==> src/design/tx_interp_pkg.sv <==
// Shared constants and types for the transmit interpolation and gain path
package tx_interp_pkg;
   // ***************************************************
   // Register offsets
   // ***************************************************
   localparam logic [7:0] ADDR_TX_GAIN = 8'h0a;
   localparam logic [7:0] ADDR_GAIN_SOURCE = 8'h0b;
   localparam logic [7:0] ADDR_INTERP = 8'h0c;
   localparam logic [7:0] ADDR_ROUTE = 8'h0e;
   localparam logic [7:0] ADDR_MIRROR_A = 8'h10;
   localparam logic [7:0] ADDR_MIRROR_B = 8'h11;
   localparam logic [7:0] ADDR_OFFSET = 8'h12;

   // ***************************************************
   // Reset values
   // ***************************************************
   localparam logic [7:0] RST_TX_GAIN = 8'h00;
   localparam logic [7:0] RST_GAIN_SOURCE = 8'h00;
   localparam logic [7:0] RST_INTERP = 8'h00;
   localparam logic [7:0] RST_ROUTE = 8'h00;
   localparam logic [7:0] RST_MIRROR_A = 8'h44;
   localparam logic [7:0] RST_MIRROR_B = 8'h43;
   localparam logic [7:0] RST_OFFSET = 8'h00;

   // ***************************************************
   // Field positions
   // ***************************************************
   localparam int INTERP_LSB = 6;
   localparam int ROUTE_DAC_ONLY_BIT = 0;
   localparam int MIRROR_ENABLE_BIT = 7;
   localparam int PRIMARY_LSB = 0;
   localparam int SEC_ONE_LSB = 4;
   localparam int SEC_TWO_LSB = 4;
   localparam int SEC_THREE_LSB = 0;
   localparam int OFFSET_SEC_LSB = 4;
   localparam int OFFSET_PRI_LSB = 0;
   localparam int TX_GAIN_UPDATE_BIT = 6;
   localparam int GAIN_PORT_SELECT_BIT = 6;
   localparam int FIELD_W = 3;
   localparam int GAIN_W = 6;

   // ***************************************************
   // Attenuator steps, in half-dB units
   // ***************************************************
   localparam logic [5:0] AMP_STEP_HALF_DB = 6'h0c;
   localparam logic [5:0] DAC_MAX_HALF_DB = 6'h0f;

   // ***************************************************
   // Rates and latency
   // ***************************************************
   localparam int CLOCK_MHZ = 200;
   localparam int MAX_INPUT_MSPS = 80;
   localparam int MAX_UPDATE_MSPS = 200;
   localparam int LATENCY_TWO_HALF_INPUT = 43;
   localparam int LATENCY_FOUR_INPUT = 24;
   localparam int LATENCY_TWO_UPDATE = LATENCY_TWO_HALF_INPUT;
   localparam int LATENCY_FOUR_UPDATE = LATENCY_FOUR_INPUT * 4;
   localparam int NATURAL_TWO_UPDATE = 23;
   localparam int NATURAL_FOUR_UPDATE = 48;
   localparam int PAD_TWO = LATENCY_TWO_UPDATE - NATURAL_TWO_UPDATE;
   localparam int PAD_FOUR = LATENCY_FOUR_UPDATE - NATURAL_FOUR_UPDATE;

   // ***************************************************
   // Half-band filters
   // ***************************************************
   localparam int S1_TAPS = 43;
   localparam int S2_TAPS = 11;
   localparam int S1_SIDE = (S1_TAPS + 1) / 4;
   localparam int S2_SIDE = (S2_TAPS + 1) / 4;
   localparam int COEF_W = 16;
   localparam int COEF_SHIFT = 15;
   localparam logic signed [COEF_W-1:0] S1_COEF [S1_SIDE] = '{
      16'sd20800, -16'sd6900, 16'sd4000, -16'sd2700, 16'sd1900, -16'sd1400,
      16'sd1000, -16'sd700, 16'sd450, -16'sd260, 16'sd120};
   localparam logic signed [COEF_W-1:0] S2_COEF [S2_SIDE] = '{
      16'sd20000, -16'sd4000, 16'sd400};

   // ***************************************************
   // Types
   // ***************************************************
   typedef enum logic [1:0] {
      FACTOR_FOUR = 2'b00,
      FACTOR_TWO = 2'b01,
      FACTOR_ONE = 2'b10,
      FACTOR_RESERVED = 2'b11
   } interp_code_type;

   typedef struct packed {
      logic [1:0] amp_steps;
      logic [3:0] dac_steps;
   } tx_atten_type;

   typedef struct packed {
      logic [2:0] primary;
      logic [2:0] sec_one;
      logic [2:0] sec_two;
      logic [2:0] sec_three;
   } mirror_gain_type;
endpackage

==> src/design/sample_fifo.sv <==
// Sample FIFO with valid and ready on both sides
`timescale 1ns/100ps
module sample_fifo #(
   parameter int WIDTH = 10,
   parameter int DEPTH = 8
) (
   input wire logic clk_in,
   input wire logic resetn_in,
   input wire logic in_valid_in,
   output logic in_ready_out,
   input wire logic [WIDTH-1:0] in_data_in,
   output logic out_valid_out,
   input wire logic out_ready_in,
   output logic [WIDTH-1:0] out_data_out
);
   localparam int PTR_W = (DEPTH > 1) ? $clog2(DEPTH) : 1;
   localparam int CNT_W = $clog2(DEPTH + 1);
   localparam logic [PTR_W-1:0] LAST = PTR_W'(DEPTH - 1);
   localparam logic [CNT_W-1:0] FULL_COUNT = CNT_W'(DEPTH);

   logic [WIDTH-1:0] mem [DEPTH];
   logic [PTR_W-1:0] wr_ptr;
   logic [PTR_W-1:0] rd_ptr;
   logic [CNT_W-1:0] count;
   logic full;
   logic empty;

   wire push = in_valid_in & ~full;
   wire pop = out_ready_in & ~empty;
   wire [CNT_W-1:0] next_count = count + CNT_W'(push) - CNT_W'(pop);

   assign in_ready_out = ~full;
   assign out_valid_out = ~empty;
   assign out_data_out = mem[rd_ptr];

   always_ff @(posedge clk_in) begin
      if (push) begin
         mem[wr_ptr] <= in_data_in;
      end
   end

   // Full and empty are registered so the ready seen outside is glitch free
   always_ff @(posedge clk_in or negedge resetn_in) begin
      if (!resetn_in) begin
         wr_ptr <= '0;
         rd_ptr <= '0;
         count <= '0;
         full <= 1'b0;
         empty <= 1'b1;
      end else begin
         if (push) begin
            wr_ptr <= (wr_ptr == LAST) ? '0 : wr_ptr + PTR_W'(1);
         end
         if (pop) begin
            rd_ptr <= (rd_ptr == LAST) ? '0 : rd_ptr + PTR_W'(1);
         end
         count <= next_count;
         full <= (next_count == FULL_COUNT);
         empty <= (next_count == '0);
      end
   end
endmodule

==> src/design/tx_interp_gain_path.sv <==
// Transmit interpolator, attenuator split and mirror gain configuration
// Function
// Config bits 7:6 pick four, two, bypass
// Feeder keeps input within converter limits
// Feeder picks fourfold up to 50 MSPS
// Two cascaded half-band stages, 43 and 11
// Latency 21.5 or 24 input cycles
// Power down after last sample drains
// Attenuation from gain port or serial
// Converter half-dB steps, amplifier 6 dB steps
// Amplifier mapping valid only at 0x44
// Route bit clear feeds current amplifier
// Primary mirror gain 0 to 4
// Mirror fields apply only with enable
// Secondary gain from three stage fields
// Secondary stage field widths and steps
// Offset current fields, zero disables
// Serial gain access needs bit 6
// Gain port feeds gain register directly
// Converter-only uses four gain LSBs
// One converter sample each update clock
// Signed input, flush on factor change
`timescale 1ns/100ps
module tx_interp_gain_path #(
   parameter int DATA_W = 10,
   parameter int FIFO_DEPTH = 8,
   parameter int PAD_MAX = 64
) (
   input wire logic clk_in,
   input wire logic resetn_in,
   input wire logic [DATA_W-1:0] tx_data_in,
   input wire logic tx_valid_in,
   output logic tx_ready_out,
   input wire logic [5:0] parallel_gain_port_in,
   input wire logic [7:0] reg_address_in,
   input wire logic reg_write_in,
   input wire logic reg_read_in,
   input wire logic [7:0] reg_wdata_in,
   output logic [7:0] reg_rdata_out,
   input wire logic tx_enable_in,
   input wire logic half_duplex_pd_enable_in,
   input wire logic [7:0] pd_delay_in,
   output logic [DATA_W-1:0] tx_converter_data_out,
   output logic tx_converter_update_out,
   output logic tx_power_down_out,
   output logic current_amplifier_enable_out,
   output tx_interp_pkg::tx_atten_type tx_atten_out,
   output tx_interp_pkg::mirror_gain_type mirror_gain_out,
   output logic [8:0] secondary_gain_quarters_out,
   output logic gain_map_valid_out,
   output logic [2:0] primary_offset_current_out,
   output logic [2:0] secondary_offset_current_out
);
   localparam int L1 = 2 * tx_interp_pkg::S1_SIDE;
   localparam int L2 = 2 * tx_interp_pkg::S2_SIDE;
   localparam int ACC_W = 32;
   localparam int PAD_W = $clog2(PAD_MAX);
   localparam int FW = tx_interp_pkg::FIELD_W;

   // ***************************************************
   // Registers
   // ***************************************************
   logic [7:0] tx_gain;
   logic [7:0] gain_source;
   logic [7:0] interp_factor_config;
   logic [7:0] tx_output_route;
   logic [7:0] mirror_gain_primary_stage1;
   logic [7:0] mirror_gain_stage2_stage3;
   logic [7:0] offset_current_config;

   wire wr_tx_gain = reg_write_in & (reg_address_in == tx_interp_pkg::ADDR_TX_GAIN);
   wire wr_source = reg_write_in & (reg_address_in == tx_interp_pkg::ADDR_GAIN_SOURCE);
   wire wr_interp = reg_write_in & (reg_address_in == tx_interp_pkg::ADDR_INTERP);
   wire wr_route = reg_write_in & (reg_address_in == tx_interp_pkg::ADDR_ROUTE);
   wire wr_mirror_a = reg_write_in & (reg_address_in == tx_interp_pkg::ADDR_MIRROR_A);
   wire wr_mirror_b = reg_write_in & (reg_address_in == tx_interp_pkg::ADDR_MIRROR_B);
   wire wr_offset = reg_write_in & (reg_address_in == tx_interp_pkg::ADDR_OFFSET);
   wire gain_port_selected = gain_source[tx_interp_pkg::GAIN_PORT_SELECT_BIT];
   wire serial_gain_ok = reg_wdata_in[tx_interp_pkg::TX_GAIN_UPDATE_BIT];

   wire [7:0] read_value =
      (reg_address_in == tx_interp_pkg::ADDR_TX_GAIN) ? tx_gain :
      (reg_address_in == tx_interp_pkg::ADDR_GAIN_SOURCE) ? gain_source :
      (reg_address_in == tx_interp_pkg::ADDR_INTERP) ? interp_factor_config :
      (reg_address_in == tx_interp_pkg::ADDR_ROUTE) ? tx_output_route :
      (reg_address_in == tx_interp_pkg::ADDR_MIRROR_A) ? mirror_gain_primary_stage1 :
      (reg_address_in == tx_interp_pkg::ADDR_MIRROR_B) ? mirror_gain_stage2_stage3 :
      (reg_address_in == tx_interp_pkg::ADDR_OFFSET) ? offset_current_config : 8'h00;

   always_ff @(posedge clk_in or negedge resetn_in) begin
      if (!resetn_in) begin
         tx_gain <= tx_interp_pkg::RST_TX_GAIN;
         gain_source <= tx_interp_pkg::RST_GAIN_SOURCE;
         interp_factor_config <= tx_interp_pkg::RST_INTERP;
         tx_output_route <= tx_interp_pkg::RST_ROUTE;
         mirror_gain_primary_stage1 <= tx_interp_pkg::RST_MIRROR_A;
         mirror_gain_stage2_stage3 <= tx_interp_pkg::RST_MIRROR_B;
         offset_current_config <= tx_interp_pkg::RST_OFFSET;
         reg_rdata_out <= 8'h00;
      end else begin
         if (gain_port_selected) begin
            tx_gain <= {2'b00, parallel_gain_port_in};
         end else if (wr_tx_gain && serial_gain_ok) begin
            tx_gain <= {2'b00, reg_wdata_in[5:0]};
         end
         if (wr_source) gain_source <= reg_wdata_in;
         if (wr_interp) interp_factor_config <= reg_wdata_in;
         if (wr_route) tx_output_route <= reg_wdata_in;
         if (wr_mirror_a) mirror_gain_primary_stage1 <= reg_wdata_in;
         if (wr_mirror_b) mirror_gain_stage2_stage3 <= reg_wdata_in;
         if (wr_offset) offset_current_config <= reg_wdata_in;
         if (reg_read_in) reg_rdata_out <= read_value;
      end
   end

   // ***************************************************
   // Gain and routing outputs
   // ***************************************************
   wire dac_only = tx_output_route[tx_interp_pkg::ROUTE_DAC_ONLY_BIT];
   wire mirror_enable = mirror_gain_primary_stage1[tx_interp_pkg::MIRROR_ENABLE_BIT];
   wire [7:0] mirror_a_eff = mirror_enable ? mirror_gain_primary_stage1 :
                             tx_interp_pkg::RST_MIRROR_A;
   wire [7:0] mirror_b_eff = mirror_enable ? mirror_gain_stage2_stage3 :
                             tx_interp_pkg::RST_MIRROR_B;
   wire [FW-1:0] primary = mirror_a_eff[tx_interp_pkg::PRIMARY_LSB +: FW];
   wire [FW-1:0] sec_one = mirror_a_eff[tx_interp_pkg::SEC_ONE_LSB +: FW];
   wire [FW-1:0] sec_two = mirror_b_eff[tx_interp_pkg::SEC_TWO_LSB +: FW];
   wire [FW-1:0] sec_three = mirror_b_eff[tx_interp_pkg::SEC_THREE_LSB +: FW];
   // Stage two counts quarters, so the product is the overall gain times four
   wire [8:0] sec_quarters = 9'(sec_one) * 9'(sec_two) * 9'(sec_three);

   // Converter-only output ignores the two upper gain bits
   wire [5:0] atten_code = dac_only ? {2'b00, tx_gain[3:0]} : tx_gain[5:0];
   wire [1:0] amp_steps = (atten_code > 6'(2 * tx_interp_pkg::AMP_STEP_HALF_DB +
                                           tx_interp_pkg::DAC_MAX_HALF_DB - 6'h0c)) ? 2'd2 :
                          (atten_code > tx_interp_pkg::DAC_MAX_HALF_DB) ? 2'd1 : 2'd0;
   wire [5:0] amp_half_db = 6'(amp_steps) * tx_interp_pkg::AMP_STEP_HALF_DB;
   wire [5:0] dac_rest = atten_code - amp_half_db;
   wire [3:0] dac_steps = (dac_rest > tx_interp_pkg::DAC_MAX_HALF_DB) ? 4'hf : dac_rest[3:0];

   always_ff @(posedge clk_in or negedge resetn_in) begin
      if (!resetn_in) begin
         tx_atten_out <= '0;
         mirror_gain_out <= '0;
         secondary_gain_quarters_out <= '0;
         gain_map_valid_out <= 1'b0;
         current_amplifier_enable_out <= 1'b0;
         primary_offset_current_out <= '0;
         secondary_offset_current_out <= '0;
      end else begin
         tx_atten_out <= '{amp_steps: dac_only ? 2'd0 : amp_steps, dac_steps: dac_steps};
         mirror_gain_out <= '{primary, sec_one, sec_two, sec_three};
         secondary_gain_quarters_out <= sec_quarters;
         gain_map_valid_out <= (mirror_gain_primary_stage1 == tx_interp_pkg::RST_MIRROR_A);
         current_amplifier_enable_out <= ~dac_only;
         primary_offset_current_out <= offset_current_config[tx_interp_pkg::OFFSET_PRI_LSB +: FW];
         secondary_offset_current_out <= offset_current_config[tx_interp_pkg::OFFSET_SEC_LSB +: FW];
      end
   end

   // ***************************************************
   // Input buffer and rate divider
   // ***************************************************
   wire [1:0] factor_code = interp_factor_config[tx_interp_pkg::INTERP_LSB +: 2];
   // Reserved code is held at fourfold so the converter never overruns
   wire four = (factor_code == tx_interp_pkg::FACTOR_FOUR) ||
               (factor_code == tx_interp_pkg::FACTOR_RESERVED);
   wire two = (factor_code == tx_interp_pkg::FACTOR_TWO);
   wire one = (factor_code == tx_interp_pkg::FACTOR_ONE);

   logic [1:0] last_code;
   logic [1:0] phase;
   wire flush = (factor_code != last_code);
   wire in_strobe = ~flush & (four ? (phase == 2'd3) : two ? phase[0] : 1'b1);

   logic fifo_valid;
   logic [DATA_W-1:0] fifo_data;
   // Underrun feeds midscale zero rather than stalling the converter
   wire signed [DATA_W-1:0] new_word = fifo_valid ? fifo_data : '0;

   sample_fifo #(
      .WIDTH(DATA_W),
      .DEPTH(FIFO_DEPTH)
   ) input_fifo (
      .clk_in(clk_in),
      .resetn_in(resetn_in),
      .in_valid_in(tx_valid_in),
      .in_ready_out(tx_ready_out),
      .in_data_in(tx_data_in),
      .out_valid_out(fifo_valid),
      .out_ready_in(in_strobe),
      .out_data_out(fifo_data)
   );

   // ***************************************************
   // Half-band stages
   // ***************************************************
   function automatic logic signed [DATA_W-1:0] scale_sat(input logic signed [ACC_W-1:0] a);
      logic signed [ACC_W-1:0] s;
      logic signed [ACC_W-1:0] hi;
      logic signed [ACC_W-1:0] lo;
      s = a >>> tx_interp_pkg::COEF_SHIFT;
      hi = ACC_W'((1 <<< (DATA_W - 1)) - 1);
      lo = -ACC_W'(1 <<< (DATA_W - 1));
      if (s > hi) s = hi;
      if (s < lo) s = lo;
      return s[DATA_W-1:0];
   endfunction

   logic signed [DATA_W-1:0] d1 [L1];
   logic signed [DATA_W-1:0] d2 [L2];
   logic signed [DATA_W-1:0] s1_out;
   logic signed [DATA_W-1:0] s2_out;
   logic signed [ACC_W-1:0] acc1;
   logic signed [ACC_W-1:0] acc2;

   // Odd polyphase branch; even branch is the centre sample itself
   always_comb begin
      acc1 = '0;
      for (int k = 0; k < tx_interp_pkg::S1_SIDE; k++) begin
         acc1 = acc1 + ACC_W'(tx_interp_pkg::S1_COEF[k]) *
                (ACC_W'(d1[L1/2-1-k]) + ACC_W'(d1[L1/2+k]));
      end
   end

   always_comb begin
      acc2 = '0;
      for (int k = 0; k < tx_interp_pkg::S2_SIDE; k++) begin
         acc2 = acc2 + ACC_W'(tx_interp_pkg::S2_COEF[k]) *
                (ACC_W'(d2[L2/2-1-k]) + ACC_W'(d2[L2/2+k]));
      end
   end

   wire s1_shift = in_strobe & ~one;
   wire s1_load = ~flush & (four ? ~phase[0] : two);
   wire s1_odd = four ? (phase == 2'd2) : phase[0];
   wire s2_shift = ~flush & four & phase[0];

   always_ff @(posedge clk_in or negedge resetn_in) begin
      if (!resetn_in) begin
         last_code <= tx_interp_pkg::FACTOR_FOUR;
         phase <= 2'd0;
      end else begin
         last_code <= factor_code;
         phase <= flush ? 2'd0 : phase + 2'd1;
      end
   end

   always_ff @(posedge clk_in or negedge resetn_in) begin
      if (!resetn_in) begin
         d1 <= '{default: '0};
         d2 <= '{default: '0};
         s1_out <= '0;
         s2_out <= '0;
      end else if (flush) begin
         d1 <= '{default: '0};
         d2 <= '{default: '0};
         s1_out <= '0;
         s2_out <= '0;
      end else begin
         if (s1_shift) begin
            d1 <= {new_word, d1[0:L1-2]};
         end
         if (s1_load) begin
            s1_out <= s1_odd ? scale_sat(acc1) : d1[L1/2-1];
         end
         if (s2_shift) begin
            d2 <= {s1_out, d2[0:L2-2]};
         end
         s2_out <= phase[0] ? d2[L2/2-1] : scale_sat(acc2);
      end
   end

   // ***************************************************
   // Latency alignment and converter output
   // ***************************************************
   logic signed [DATA_W-1:0] pad [PAD_MAX];
   wire signed [DATA_W-1:0] stage_out = four ? s2_out : s1_out;
   wire [PAD_W-1:0] pad_tap = four ? PAD_W'(tx_interp_pkg::PAD_FOUR - 1) :
                              PAD_W'(tx_interp_pkg::PAD_TWO - 1);

   always_ff @(posedge clk_in or negedge resetn_in) begin
      if (!resetn_in) begin
         pad <= '{default: '0};
         tx_converter_data_out <= '0;
         tx_converter_update_out <= 1'b0;
      end else begin
         pad <= {stage_out, pad[0:PAD_MAX-2]};
         tx_converter_data_out <= one ? new_word : pad[pad_tap];
         tx_converter_update_out <= ~flush;
      end
   end

   // ***************************************************
   // Half-duplex power down
   // ***************************************************
   logic [7:0] pd_count;

   // Delay counts input-rate strobes, with or without a word, so the tail of the filter drains first
   always_ff @(posedge clk_in or negedge resetn_in) begin
      if (!resetn_in) begin
         pd_count <= 8'h00;
         tx_power_down_out <= 1'b0;
      end else if (tx_enable_in || !half_duplex_pd_enable_in) begin
         pd_count <= pd_delay_in;
         tx_power_down_out <= 1'b0;
      end else if (pd_count != 8'h00) begin
         if (in_strobe) pd_count <= pd_count - 8'h01;
      end else begin
         tx_power_down_out <= 1'b1;
      end
   end
endmodule

==> config.mk <==
export PLATFORM = sky130hd
export DESIGN_NAME = tx_interp_gain_path
export DESIGN_NICKNAME = d
export VERILOG_FILES = /design/src/design/tx_interp_pkg.sv /design/src/design/sample_fifo.sv /design/src/design/tx_interp_gain_path.sv
export SDC_FILE = /design/constraint.sdc
export NUM_CORES = 2
export LEC_CHECK = 0
export BUFFER_PORTS_ARGS = -buffer_cell sky130_fd_sc_hd__buf_2
export CAP_MARGIN = 20
export CELL_PAD_IN_SITES_DETAIL_PLACEMENT = 1
export CELL_PAD_IN_SITES_GLOBAL_PLACEMENT = 2
export CORE_MARGIN = 5
export CORE_UTILIZATION = 47
export CTS_CLUSTER_DIAMETER = 150
export DETAILED_ROUTE_END_ITERATION = 8
export PLACE_DENSITY = 0.95
export REMOVE_ABC_BUFFERS = 1
export SYNTH_ARGS = -nofsm -noshare
export SYNTH_HDL_FRONTEND = slang
export SYNTH_SLANG_ARGS = --single-unit
==> constraint.sdc <==
create_clock -name clk_in -period 19.7 [get_ports clk_in]
set_input_delay 0.985 -clock clk_in [delete_from_list [all_inputs] [get_ports clk_in]]
set_output_delay 0.985 -clock clk_in [all_outputs]
set_load 0.02 [all_outputs]
==> impl_summary.md <==
GRT
The number of global-route vias before repair is 56300. The first global-routing pass estimated 327000 um of wire. For this run, the total global-route usage over all layers was measured as 0.259. Entering global routing, the biggest net connects approximately 200 pins. The initial antenna violation count was 1. After global routing the overflow that remains totals 0.

Floorplanning
The floorplan die width is 400 um. In this run the core area contains 143 standard-cell rows. For this design the top-level I/O count stands at a little over 100. The die height is 400 um. The initial core utilization is 0.472. The floorplan step defined a die boundary enclosing around 0.16 sq mm. The total area inside the core boundary comes to 0.152 sq mm.

Routing
The first-pass iteration count of the detailed router is 7. For this block, the initial DRC count from the detailed router was 3364. The wire length after detailed routing is 208000 um. In the routed design, unresolved DRC markers number 0.

The number of vias per cell after detailed routing is 5.53. In the final routed layout, each cell accounts on average for 23.4 um. The number of routed nets with antenna violations is 0. The number of vias after detailed routing is 49100.

Clock tree
TritonCTS built the clock tree. The clock passes through at most 3 buffers. The setup fix buffers added after clock tree synthesis is 0. The tree built by TritonCTS fans out to 993 sinks. After clock tree synthesis, the repair step resized 0 gates. After clock tree synthesis, the clock-pin slew on the worst setup and hold paths is around 0.06 ns. The H-tree level count is 3. The number of buffers created by CTS is 103. The clock tree root buffer cell is sky130_fd_sc_hd__clkbuf_16. For this design, the CTS-stage hold fixing added 0 buffers. The clock latency on the worst-skew pair is slightly below 0.8 ns.

Setup path
In this run the critical register-to-register path is captured at s1_out[7]$_DFFE_PN0P_. The worst register-to-register path has a depth of 55. Data arrives at the worst endpoint at 14.88 ns. The endpoint kind of the worst setup timing path is a flip-flop. The startpoint class of the critical path is a flip-flop.

The register-to-register path setup slack is 5.39 ns. The data required time of the critical path is 20.27 ns. The highest net fanout along the worst path is 13. The startpoint identified for the worst register-to-register timing path is d1[60]$_DFFE_PN0P_. The largest individual stage delay along the critical path comes from the cell sky130_fd_sc_hd__fa_1. The maximum cell stage delay along the critical path is approximately 0.62 ns. The category of the critical setup timing path is flip-flop to flip-flop.

Layout
The final instance area is 0.0784 sq mm. Measured on the finished design, the core utilization comes to 0.517. In the final layout, the multi-input gates occupy 0.0416 sq mm.

Counting the fill cells in the layout gives 16400. At the end of the flow, the number of nets in the layout was 8386. Summing all flip-flop and latch instances after layout gives 0.0253 sq mm. The top cell types in the final layout, fill and taps aside, are 1148 x sky130_fd_sc_hd__inv_1, 924 x sky130_fd_sc_hd__ha_1, 907 x sky130_fd_sc_hd__dfrtp_1. The synthesis-to-finish area growth is 9.40%. The library cell used most frequently in the layout, excluding fill and tap cells, is sky130_fd_sc_hd__inv_1.

The proportion of layout cells with a drive suffix above 1 is 0.0701.

Timing
The smallest clock period supported by the final layout is computed as around 14 ns. Setup repair after global routing left no endpoint under its margin. The remaining max-slew budget at the tightest pin is 0.242.

Derived from the worst setup path, the maximum achievable clock frequency is 0.0699 GHz. The number of pins with negative max-slew slack in the final report is 0. In the finished design, the share of the clock period the worst path needs comes to 0.726. Hold timing on the final database bottoms out at a slack of 0.175 ns. The count of endpoints failing hold in the final timing report is 0. The setup skew after layout is 0.0729 ns. The slew of the pin with the lowest slew margin is approximately 1.1 ns. The total negative slack for setup checks is 0 ns.

Setup violations remaining at the end of the flow were counted as 0.

Job
Across the run, the number of max-cap violations was 0.

Yosys
Of the synthesized area, sequential elements account for 0.352. In the synthesized netlist the dominant register cell turns out to be sky130_fd_sc_hd__dfrtp_1. Of all flip-flops after synthesis, the portion carrying an async set or reset was 0.919. The synthesized flop and latch total is 993. Synthesis handed over a netlist of between 6000 and 7000 instances. The number of warnings issued by yosys is 0. Counting flops with a built-in enable in the synthesized netlist gives 80. The synthesized netlist occupies a cell area of 0.0717 sq mm. The count of different cell masters after synthesis is 87. Each instance of the synthesized netlist takes up on average 10.8 sq um.

Place
The HPWL after detailed placement is 152000 um. Once placement finished, the instance area stood at 0.0745 sq mm. In this run the tool buffered the top-level ports with roughly 100 buffer cells. The placer's final routability congestion estimate is 0.938.

Min path
The min-delay analysis places its worst path in the category input pin to async pin.

Outcome
The flow ran to the end, and the final reports show no timing, DRC or antenna violations.
synthesized netlist by cell type (20+ instances only):
cell type	count	area [sq um]
sky130_fd_sc_hd__inv_1	1148	4310
sky130_fd_sc_hd__ha_1	924	11600
sky130_fd_sc_hd__dfrtp_1	907	22700
sky130_fd_sc_hd__nand2_1	679	2550
sky130_fd_sc_hd__fa_1	653	13100
sky130_fd_sc_hd__a21oi_1	305	1530
sky130_fd_sc_hd__xnor2_1	296	2590
sky130_fd_sc_hd__nand3_1	249	1250
sky130_fd_sc_hd__nor2_1	200	751
sky130_fd_sc_hd__o21ai_0	124	621
sky130_fd_sc_hd__xor2_1	113	990
sky130_fd_sc_hd__clkbuf_1	104	390
sky130_fd_sc_hd__a21o_1	88	661
sky130_fd_sc_hd__edfxtp_1	80	2400
sky130_fd_sc_hd__mux2_2	75	845
sky130_fd_sc_hd__o21bai_1	67	503
sky130_fd_sc_hd__nor3_1	64	320
sky130_fd_sc_hd__nor2b_1	58	363
sky130_fd_sc_hd__mux2i_1	37	370
sky130_fd_sc_hd__nand2b_1	36	225
sky130_fd_sc_hd__o21a_1	27	203
sky130_fd_sc_hd__o21ai_1	26	130
sky130_fd_sc_hd__and2_1	24	150
sky130_fd_sc_hd__and3_1	23	144
sky130_fd_sc_hd__buf_1	23	86.3
sky130_fd_sc_hd__or2_2	23	144
sky130_fd_sc_hd__a31oi_1	20	125
sky130_fd_sc_hd__mux4_2	20	450
critical path, delay by kind of cell, from the launching register on:
family                     cells  cell delay [ns]
DFF                            1             0.41
xor gates and xnor gates       3             0.47
and+or+nand+nor                8             1.08
AOI/OAI and AO/OA             19             4.32
muxes                          1             0.17
buffers and inverters          9             0.92
adders and majority gates     15             6.74
metrics by stage:
step / instances / worst slack, ns
after CTS: 8868 / 5.40
after global routing: 8879 / 4.49
after global placement: 8676 / 5.97
after floorplan: 6515 / 7.12
after detailed placement: 8677 / 5.50
final: 8879 / 5.39
state kept, by name (all words and copies together), names as in the netlist, 9 cells and up:
name	flops
secondary_gain_quarters_out	9
d1	220
s2_out	10
input_fifo.mem	80
d2	60
tx_converter_data_out	10
s1_out	10
mirror_gain_out	12
pad	480
layer usage:
metal / vias to the layer above / track usage / share of wire
li1: 21700 / - / -
met1: 25500 / 0.325 / 0.41
met2: 1364 / 0.453 / 0.50
met3: 524 / 0.0350 / 0.048
met4: 0 / 0.104 / 0.044
met5: - / 0 / 0
how the worst max path moves through the flow:
stage	to	from	slack, ns	cells past startpoint
2_1_floorplan	s1_out[0]$_DFFE_PN0P_	d1[60]$_DFFE_PN0P_	7.12	52
3_3_place_gp	s1_out[6]$_DFFE_PN0P_	d1[60]$_DFFE_PN0P_	5.97	55
3_5_place_dp	s1_out[7]$_DFFE_PN0P_	d1[150]$_DFFE_PN0P_	5.50	52
4_1_cts	s1_out[7]$_DFFE_PN0P_	d1[60]$_DFFE_PN0P_	5.40	52
5_1_grt	s1_out[7]$_DFFE_PN0P_	d1[60]$_DFFE_PN0P_	4.49	52
6_report	s1_out[7]$_DFFE_PN0P_	d1[60]$_DFFE_PN0P_	5.39	55
kinds of logic (layout without fill, tap and decap cells):
family / count (synthesis) / after routing / synth area share
other: 0 / 1 / 0
AND/OR/NAND/NOR: 1415 / 1415 / 0.0886
XOR/XNOR: 409 / 409 / 0.0500
flip-flops: 993 / 993 / 0.352
buffers and inverters: 1280 / 1484 / 0.0672
AO/OA/AOI/OAI: 838 / 838 / 0.0749
adder cells (fa/ha/maj): 1577 / 1577 / 0.344
multiplexers: 132 / 132 / 0.0232
area by class of cell:
class / count / share of cell area
sequential: 993 / 0.322
antenna: 1 / 0.0000319
timing repair buffer: 142 / 0.0118
clock buffer: 135 / 0.0371
inverter: 1151 / 0.0552
multi-input combinational: 4371 / 0.531
clock inverter: 56 / 0.0104
tap: 2030 / 0.0324
Power is left out: the tool's default activity adds up to more than one toggle a clock period on the data nets, which glitch-free logic cannot reach.
